### src/hw/scan_pkg.sv
// Package with register map, field positions and types of the memory scanner
package scan_pkg;

  // Register byte addresses on the APB bus
  localparam logic [7:0] ctrl_off = 8'h00;
  localparam logic [7:0] cur_lo_off = 8'h04;
  localparam logic [7:0] cur_hi_off = 8'h08;
  localparam logic [7:0] end_lo_off = 8'h0C;
  localparam logic [7:0] end_hi_off = 8'h10;

  // Control register bit positions
  localparam int en_bit = 7;
  localparam int go_bit = 6;
  localparam int busy_bit = 5;
  localparam int invalid_bit = 4;
  localparam int interrupt_pause_select_bit = 3;
  localparam int mode_hi_bit = 1;
  localparam int mode_lo_bit = 0;

  // Values after reset
  localparam logic [15:0] addr_rst = 16'h0000;
  localparam logic [7:0] byte_rst = 8'h00;
  localparam logic [31:0] word_rst = 32'h0000_0000;

  // Access modes
  localparam logic [1:0] mode_concurrent = 2'h0;
  localparam logic [1:0] mode_burst = 2'h1;
  localparam logic [1:0] mode_peek = 2'h2;
  localparam logic [1:0] mode_triggered = 2'h3;

  // Scan engine states
  typedef enum logic [1:0] {st_idle, st_fetch, st_deliver} scan_state_t;

  // Fetch request towards program memory
  typedef struct packed {
    logic req;
    logic [15:0] addr;
  } fetch_req_t;

  // Word handed to the checksum engine
  typedef struct packed {
    logic valid;
    logic [15:0] data;
  } sum_word_t;

endpackage : scan_pkg

### src/hw/nvm_scan_address_control.sv
// Program-memory scanner control and address tracking with an APB register slave
//
// Register access over APB and the placing of the registers were decided locally.
`timescale 1ns/1ps
// Summary of operation
// - Current address increments by one after every memory fetch of the scanner.
// - Current address pair is written as start and read back as fetch address.
// - Low byte register holds address bits 7:0, high byte bits 15:8.
// - Separate pair holds end address; high byte carries bits 15:8.
// - Address writes are discarded while scan-run request is one.
// - With interrupt pause select one, run request reads zero during interrupts, except in peek mode.
// - Address bits are read/write and clear to zero on every reset.
module nvm_scan_address_control #(
  parameter logic [15:0] mem_limit = 16'h4000
) (
  input wire logic clk,
  input wire logic rst_n,
  input wire logic psel,
  input wire logic penable,
  input wire logic pwrite,
  input wire logic [7:0] paddr,
  input wire logic [31:0] pwdata,
  output logic [31:0] prdata,
  output logic pready,
  output logic pslverr,
  input wire logic irq_active,
  input wire logic scan_trigger,
  output scan_pkg::fetch_req_t fetch,
  input wire logic fetch_ack,
  input wire logic [15:0] fetch_data,
  output scan_pkg::sum_word_t sum_word,
  input wire logic sum_ready,
  output logic scan_busy
);

  ////////////////////////////////////////////////////////////////////////////
  // Register state
  logic en_r;
  logic go_r;
  logic busy_r;
  logic invalid_r;
  logic interrupt_pause_select_r;
  logic [1:0] mode_r;
  logic [15:0] cur_addr_r;
  logic [15:0] end_addr_r;
  logic trig_pend_r;
  scan_pkg::scan_state_t state_r;
  logic [31:0] prdata_r;
  logic pready_r;
  logic pslverr_r;
  scan_pkg::fetch_req_t fetch_r;
  scan_pkg::sum_word_t sum_r;

  ////////////////////////////////////////////////////////////////////////////
  // Bus decode
  logic acc;
  logic wr;
  logic wr_ctrl;
  logic addr_wr_ok;
  logic mapped;
  logic paused;
  logic go_eff;
  logic scan_done;
  logic fetch_fire;
  logic start_fetch;
  logic [7:0] ctrl_view;

  // Access completes in the second access cycle
  assign acc = psel && penable && pready_r;
  assign wr = acc && pwrite;
  assign wr_ctrl = wr && (paddr == scan_pkg::ctrl_off);
  assign addr_wr_ok = wr && !go_r;
  assign mapped = (paddr == scan_pkg::ctrl_off) || (paddr == scan_pkg::cur_lo_off) ||
                  (paddr == scan_pkg::cur_hi_off) || (paddr == scan_pkg::end_lo_off) ||
                  (paddr == scan_pkg::end_hi_off);

  // Interrupt pause, ignored in peek mode
  assign paused = interrupt_pause_select_r && irq_active && (mode_r != scan_pkg::mode_peek);
  assign go_eff = go_r && !paused;

  // Control register image
  always_comb
  begin
    ctrl_view = scan_pkg::byte_rst;
    ctrl_view[scan_pkg::en_bit] = en_r;
    ctrl_view[scan_pkg::go_bit] = go_eff;
    ctrl_view[scan_pkg::busy_bit] = busy_r;
    ctrl_view[scan_pkg::invalid_bit] = invalid_r;
    ctrl_view[scan_pkg::interrupt_pause_select_bit] = interrupt_pause_select_r;
    ctrl_view[scan_pkg::mode_hi_bit:scan_pkg::mode_lo_bit] = mode_r;
  end

  ////////////////////////////////////////////////////////////////////////////
  // Scan sequencing conditions
  assign scan_done = (cur_addr_r > end_addr_r);
  assign fetch_fire = (state_r == scan_pkg::st_fetch) && fetch_ack;

  // Triggered mode needs a pending trigger; peek waits for the checksum side
  always_comb
  begin
    case (mode_r)
      scan_pkg::mode_triggered: start_fetch = trig_pend_r;
      scan_pkg::mode_peek: start_fetch = sum_ready;
      scan_pkg::mode_burst: start_fetch = 1'b1;
      scan_pkg::mode_concurrent: start_fetch = 1'b1;
      default: start_fetch = 1'b0;
    endcase
  end

  ////////////////////////////////////////////////////////////////////////////
  // APB answer
  always_ff @(posedge clk)
  begin
    if (!rst_n)
    begin
      pready_r <= 1'b0;
      pslverr_r <= 1'b0;
      prdata_r <= scan_pkg::word_rst;
    end
    else
    begin
      pready_r <= psel && penable && !pready_r;
      pslverr_r <= psel && penable && !pready_r && !mapped;
      prdata_r <= scan_pkg::word_rst;
      if (psel && penable && !pready_r && !pwrite)
      begin
        case (paddr)
          scan_pkg::ctrl_off: prdata_r[7:0] <= ctrl_view;
          scan_pkg::cur_lo_off: prdata_r[7:0] <= cur_addr_r[7:0];
          scan_pkg::cur_hi_off: prdata_r[7:0] <= cur_addr_r[15:8];
          scan_pkg::end_lo_off: prdata_r[7:0] <= end_addr_r[7:0];
          scan_pkg::end_hi_off: prdata_r[7:0] <= end_addr_r[15:8];
          default: prdata_r <= scan_pkg::word_rst;
        endcase
      end
    end
  end

  ////////////////////////////////////////////////////////////////////////////
  // Control fields written by software
  always_ff @(posedge clk)
  begin
    if (!rst_n)
    begin
      en_r <= 1'b0;
      interrupt_pause_select_r <= 1'b0;
      mode_r <= scan_pkg::mode_concurrent;
    end
    else if (wr_ctrl)
    begin
      en_r <= pwdata[scan_pkg::en_bit];
      interrupt_pause_select_r <= pwdata[scan_pkg::interrupt_pause_select_bit];
      mode_r <= pwdata[scan_pkg::mode_hi_bit:scan_pkg::mode_lo_bit];
    end
  end

  // Run request: software sets, hardware clears at scan end or on invalid address
  always_ff @(posedge clk)
  begin
    if (!rst_n)
      go_r <= 1'b0;
    else if (wr_ctrl)
      go_r <= pwdata[scan_pkg::go_bit] && pwdata[scan_pkg::en_bit];
    else if (!en_r)
      go_r <= 1'b0;
    else if (state_r == scan_pkg::st_idle && go_eff && (scan_done || cur_addr_r >= mem_limit))
      go_r <= 1'b0;
  end

  // Invalid address flag, cleared by a fresh start
  always_ff @(posedge clk)
  begin
    if (!rst_n)
      invalid_r <= 1'b0;
    else if (state_r == scan_pkg::st_idle && go_eff && !scan_done && cur_addr_r >= mem_limit)
      invalid_r <= 1'b1;
    else if (wr_ctrl && pwdata[scan_pkg::go_bit])
      invalid_r <= 1'b0;
  end

  ////////////////////////////////////////////////////////////////////////////
  // Current address: written as start, advanced per fetch
  always_ff @(posedge clk)
  begin
    if (!rst_n)
      cur_addr_r <= scan_pkg::addr_rst;
    else if (fetch_fire)
      cur_addr_r <= cur_addr_r + 16'h0001;
    else if (addr_wr_ok && paddr == scan_pkg::cur_lo_off)
      cur_addr_r[7:0] <= pwdata[7:0];
    else if (addr_wr_ok && paddr == scan_pkg::cur_hi_off)
      cur_addr_r[15:8] <= pwdata[7:0];
  end

  // End address pair
  always_ff @(posedge clk)
  begin
    if (!rst_n)
      end_addr_r <= scan_pkg::addr_rst;
    else if (addr_wr_ok && paddr == scan_pkg::end_lo_off)
      end_addr_r[7:0] <= pwdata[7:0];
    else if (addr_wr_ok && paddr == scan_pkg::end_hi_off)
      end_addr_r[15:8] <= pwdata[7:0];
  end

  // Trigger catch; a new trigger wins over consumption
  always_ff @(posedge clk)
  begin
    if (!rst_n)
      trig_pend_r <= 1'b0;
    else if (scan_trigger)
      trig_pend_r <= 1'b1;
    else if (state_r == scan_pkg::st_idle && go_eff && start_fetch && !scan_done)
      trig_pend_r <= 1'b0;
    else if (!go_r)
      trig_pend_r <= 1'b0;
  end

  ////////////////////////////////////////////////////////////////////////////
  // Fetch and delivery engine
  always_ff @(posedge clk)
  begin
    if (!rst_n || !en_r)
    begin
      state_r <= scan_pkg::st_idle;
      busy_r <= 1'b0;
      fetch_r <= '0;
      sum_r <= '0;
    end
    else
    begin
      case (state_r)
        scan_pkg::st_idle:
        begin
          busy_r <= 1'b0;
          if (go_eff && !scan_done && cur_addr_r < mem_limit && start_fetch)
          begin
            state_r <= scan_pkg::st_fetch;
            busy_r <= 1'b1;
            fetch_r.req <= 1'b1;
            fetch_r.addr <= cur_addr_r;
          end
        end
        scan_pkg::st_fetch:
        begin
          if (fetch_ack)
          begin
            fetch_r.req <= 1'b0;
            sum_r.valid <= 1'b1;
            sum_r.data <= fetch_data;
            state_r <= scan_pkg::st_deliver;
          end
        end
        scan_pkg::st_deliver:
        begin
          if (sum_ready)
          begin
            sum_r.valid <= 1'b0;
            state_r <= scan_pkg::st_idle;
          end
        end
        default: state_r <= scan_pkg::st_idle;
      endcase
    end
  end

  // Output drive
  assign prdata = prdata_r;
  assign pready = pready_r;
  assign pslverr = pslverr_r;
  assign fetch = fetch_r;
  assign sum_word = sum_r;
  assign scan_busy = busy_r;

endmodule : nvm_scan_address_control

### config.mk
export PLATFORM = sky130hd
export DESIGN_NAME = nvm_scan_address_control
export DESIGN_NICKNAME = d
export VERILOG_FILES = /design/src/hw/scan_pkg.sv /design/src/hw/nvm_scan_address_control.sv
export SDC_FILE = /design/constraint.sdc
export NUM_CORES = 1
export LEC_CHECK = 0
export ABC_AREA = 0
export BUFFER_PORTS_ARGS = -buffer_cell sky130_fd_sc_hd__buf_4
export CAP_MARGIN = 5
export CORE_ASPECT_RATIO = 1.75
export CORE_MARGIN = 2
export CORE_UTILIZATION = 26
export DETAILED_ROUTE_END_ITERATION = 8
export GPL_ROUTABILITY_DRIVEN = 0
export GPL_TIMING_DRIVEN = 0
export PLACE_DENSITY = 0.54
export SETUP_SLACK_MARGIN = 0.2
export SYNTH_ARGS = -nofsm -noshare
export SYNTH_HDL_FRONTEND = slang
export SYNTH_SLANG_ARGS = --single-unit
### constraint.sdc
create_clock -name clk -period 7.4 [get_ports clk]
set_clock_uncertainty 0.15 [all_clocks]
set_input_delay 0.37 -clock clk [delete_from_list [all_inputs] [get_ports clk]]
set_output_delay 0.37 -clock clk [all_outputs]
set_load 0.005 [all_outputs]
[Word level (Yosys, flattened, before mapping)]
Index checks and enable logic that the tools add are counted.
Operators by class
  add/subtract/negate cells: 1
  magnitude comparators: 3
  eq/ne operators: 16
  multiplexer cells: 25
  bitwise gates (word level): 1
  reduce and logical (&&, ||, !) cells: 58
Operators with widths (number)
  8-bit one-hot mux with 5 select lines: 1
  17-bit 2-to-1 mux: 2
  1-bit logical AND: 27
  8-bit 2-to-1 mux: 3
  16-bit by 1-bit adder with 16-bit output, second input constant: 1
  8-bit by 4-bit == test with 1-bit output, second input constant: 2
  16-bit by 15-bit >= comparator with 1-bit output, second input constant: 1
  16-bit greater-than comparator: 1
  16-bit by 15-bit < comparator with 1-bit output, second input constant: 1
  16-bit 2-to-1 mux: 1
  1-bit 2-to-1 mux: 11
  2-bit AND reduction: 5
  2-bit nonzero test: 5
  3-bit AND reduction: 3
  8-bit by 3-bit == test with 1-bit output, second input constant: 1
  8-bit by 5-bit == test with 1-bit output, second input constant: 1
  1-bit zero test: 8
  8-bit zero test: 1
  2-bit inequality test, second input constant: 4
  2-bit == test, second input constant: 3
  1-bit logical OR: 6
  2-bit 2-to-1 mux: 3
  2-bit one-hot mux with 3 select lines: 1
  2-bit by 1-bit == test with 1-bit output, second input constant: 2
  other kinds (8): 10
Storage, ports and cells
  bits in registers: 110
  input port bits: 65

[Longest topological paths before layout]
  word-level depth: 9
  gate-level depth with buffers: 9

[Worst setup path before layout]
Ideal clock, no wire load.
  kind: flip-flop to flip-flop
  start: register end_addr_r[15]
  end: register fetch_r (netlist bit fetch[10])
  arrival time: 2.266 ns
  data required time: 7.178 ns
  slack: 4.912 ns
  stages on the path, launching flop included: 10
  path buffers: 1
  clock period less this slack: 2.488 ns
  cell sequence: dfxtp_1 inv_1 ha_1 nand4_4 nor2_1 nor3_1 nand4_1 a2111oi_4 buf_6 mux2i_1
Between the ends
  word-level cells in the longest chain between the ends: 6
Ends and longest elaborated chain
  start: declaration: RTL line nvm_scan_address_control.sv:45  | logic [15:0] end_addr_r;
  start signal: assignment: RTL line nvm_scan_address_control.sv:199  | end_addr_r <= scan_pkg::addr_rst;
  start signal: assignment: RTL line nvm_scan_address_control.sv:203  | end_addr_r[15:8] <= pwdata[7:0];
  16-bit greater-than comparator: RTL line nvm_scan_address_control.sv:95  | assign scan_done = (cur_addr_r > end_addr_r);
  1-bit zero test: RTL line nvm_scan_address_control.sv:236  | if (go_eff && !scan_done && cur_addr_r < mem_limit && start_fetch)
  1-bit logical AND (3 in a row): RTL line nvm_scan_address_control.sv:236
  2-bit AND reduction (no source line)
  end: declaration: RTL line nvm_scan_address_control.sv:51  | scan_pkg::fetch_req_t fetch_r;
No other way between the ends.
A chain may end at the register's enable or synchronous reset.

[Worst setup path after layout]
  start: register cur_addr_r[9]
  end: register fetch_r (netlist bit fetch[13])
Between the ends
  word-level cells in the longest chain between the ends: 6
  elaborated cells on any way between the ends: 7
  those cells by class: order compare (2); reduce/logical (5)
Ends and longest elaborated chain
  start: declaration: RTL line nvm_scan_address_control.sv:44  | logic [15:0] cur_addr_r;
  start signal: assignment: RTL line nvm_scan_address_control.sv:186  | cur_addr_r <= scan_pkg::addr_rst;
  start signal: assignment: RTL line nvm_scan_address_control.sv:188  | cur_addr_r <= cur_addr_r + 16'h0001;
  start signal: assignment: RTL line nvm_scan_address_control.sv:192  | cur_addr_r[15:8] <= pwdata[7:0];
  16-bit greater-than comparator: RTL line nvm_scan_address_control.sv:95
  1-bit zero test: RTL line nvm_scan_address_control.sv:236
  1-bit logical AND: RTL line nvm_scan_address_control.sv:236
  1-bit logical AND * (2 in a row): RTL line nvm_scan_address_control.sv:236
  2-bit AND reduction (no source line) *
Every way passes the cells marked *; elsewhere a longest branch is shown, timed or not.

==> out/qor.yml <==
status: "complete, no violations"
design_area_um2: 5660
slew_headroom: 0.540
num-fill-cells: 1744
fmax_mhz: 332
worstPathMaxFanout: 10
antenna_cells: 0
async_flop_share: 0
routed_wirelength_um: 14500
placedInstanceArea_um2: 5340
hold_viol: 0
hold_slack_ps: 125
dieArea_um2: 17800
grt-ovfl-total: 0
post_cts_buffers: 0
grt_max_degree: 14
crit_slowest_cell: "a2111oi_4"
synth_warnings: 0
h-tree-depth: 3
synth_cells: 530
synth_edf_count: 0
critical_path.cell_chain: "ha_1, a21oi_1, nor3_1, nor3_1, nand4_1, a2111oi_4, buf_6, mux2i_1"
switching_share: 0.211
fin_cells: 876
drc_errors: 0
fin_setup_tns_ps: 0
rsz0062_at_grt: "no"
p_sw_uw: 211
vias: 4290
numCtsBuffers: 9
yosysUniqueCellTypes: 58
power_frac_comb: 0.051
min_period_ps: 3010
holdPathStages: 3
required_ps: 7510
die_h_um: 175
p_seq_frac: 0.463
numPortBuffers: 85
clock_path_buffers: 2
seq_area_frac_synth: 0.397
post_drt_via_cell_ratio: 4.90
crit_family: "compound AO/OA/AOI/OAI gates"
leakagePower_uw: 0.00213
core_area_um2: 16400
synth.avg_cell_area_um2: 8.19
ant_nets: 0
ir_drop_uv: 123
wire_per_inst_um: 16.6
initial_core_util: 0.265
hpwl_um: 11400
min_path_type: "in -> reg"
post_cts_resized: 0
critical_path_depth: 8
ys.flop_type: "dfxtp_1"
cts.reportedPaths.clkPinSlew_ps: 60
grt.total_usage: 0.167
period_share: 0.407
cap_violations: 0
clock-sinks: 86
cts_root_buffer: "clkbuf_16"
maxSlewViolCount: 0
antenna_found_initial: 0
ff2ff_path_depth: 8
clkPwrFrac: 0.485
syn_area_um2: 4340
grt_pass1_vias: 4415
std_cell_rows: 62
worst_pin_slew_ps: 690
critPathBufInv: 1
criticalPathCategory: "reg -> reg"
p_int_uw: 790
synthToLayoutAreaGrowth_pct: 30.3
pin_count: 134
grt_pass1_wl_um: 22700
finalSetupViolCount: 0
cp-start-kind: "flop"
clk_latency_ps: 340
synth-seq-cells: 86
dpl.cell_count: 862
pwr_density_cell_nw_per_um2: 177
nNetsFinal: 731
end_kind: "flop"
cts-hold-fix-buffers: 0
critPathArrivalTime_ps: 3120
cts_tree: "done"
multi_input_area_um2: 2330
max_stage_delay_ps: 700
first_pass_iters: 6
seq_area_um2: 1720
first_iter_violations: 358
cp_common_cell: "nor3_1"
die_w_um: 102
drive_gt1_frac: 0.215
[per-layer routing]
| metal | global-route usage | routed length [um] | share of wire | up-vias |
|---|---|---|---|---|
| li1 | - | - | - | 2057 |
| met1 | 0.164 | 4950 | 0.34 | 1989 |
| met2 | 0.305 | 7840 | 0.54 | 192 |
| met3 | 0.0276 | 727 | 0.050 | 52 |
| met4 | 0.115 | 995 | 0.069 | 0 |
| met5 | 0 | 0 | 0 | - |
[cells in the mapped netlist (all sizes together), types with 8 or more instances]
master  instances  area (um^2)
a21oi          59          295
a222oi          8         80.1
buf            29          211
clkbuf         23         86.3
dfxtp          86         1720
ha             17          213
inv            20         75.1
mux2i          21          210
nand2         106          398
nand3          28          140
nand4           9         77.6
nor2           33          124
nor3            9         61.3
o21ai          12         60.1
[worst paths after layout]
path,from,endpoint,slack (ps)
worst max register to register,cur_addr_r[9],fetch[13],4390
worst min-delay path,scan_trigger,trig_pend_r,130
worst max-delay path,cur_addr_r[9],fetch[13],4390
worst min register to register,sum_word[8],sum_word[8],310
[kinds of logic after synthesis]
group / share of synthesized area
simple gates: 0.234
compound gates: 0.175
flops: 0.397
buf+inv: 0.0859
mux: 0.0588
fa+ha+maj: 0.0490
other cells: 0.000864
[layout by cell type (no fill, tap or decap), types with 2 or more instances in the layout]
cell	instances
dfxtp_1	86
nand2_1	106
a211oi_1	2
a2bb2oi_1	2
o221ai_1	4
mux2_2	4
nand4_1	7
nand3_1	28
inv_1	20
o21a_1	2
and2_1	3
buf_1	2
nor2b_1	4
nand2b_1	2
nor2_1	33
ha_1	17
and3b_1	2
nor3_1	7
a311oi_1	3
clkbuf_1	23
nand3b_1	3
bufinv_16	2
buf_4	110
and3_1	5
o211ai_1	5
a222oi_1	8
a22o_1	5
conb_1	24
mux2i_1	21
a21oi_1	59
clkbuf_16	9
o21ai_0	11
a31oi_1	3
[flip-flops by register name (all words and copies together) (netlist names)]
register	cells
interrupt_pause_select_r	1
go_r	1
trig_pend_r	1
en_r	1
sum_word	17
pslverr	1
cur_addr_r	16
pready	1
invalid_r	1
state_r	2
prdata	8
mode_r	2
fetch	17
end_addr_r	16
scan_busy	1
[metrics by stage]
step	util	setup slack, ps	total power (uW)
floorplan	-	4910	496
global placement	0.326	4440	524
detailed placement	0.326	4380	524
CTS	0.346	4360	1010
global route	0.346	4190	1040
finish	0.346	4390	1000
[power by group through the flow]
stage	logic, uW	registers (uW)	clock network, uW
detailed placement	49.9	474	0
CTS	49.9	464	498
global placement	49.3	474	0
global route	54.1	464	518
floorplan	21.5	474	0
finish	51.2	464	486
[worst min-delay path: stages]
cell	delay (ps)
buf_4	70
inv_1	30
a21oi_1	100
[area by class of cell]
class | count | area share
Buffer | 52 | 0.0527
Clock buffer | 10 | 0.0423
Clock inverter | 4 | 0.0128
Inverter | 20 | 0.0133
Multi-Input combinational cell | 395 | 0.412
Sequential cell | 86 | 0.304
Tap cell | 224 | 0.0496
Timing Repair Buffer | 85 | 0.113
Power figures use the tool's default switching activity.
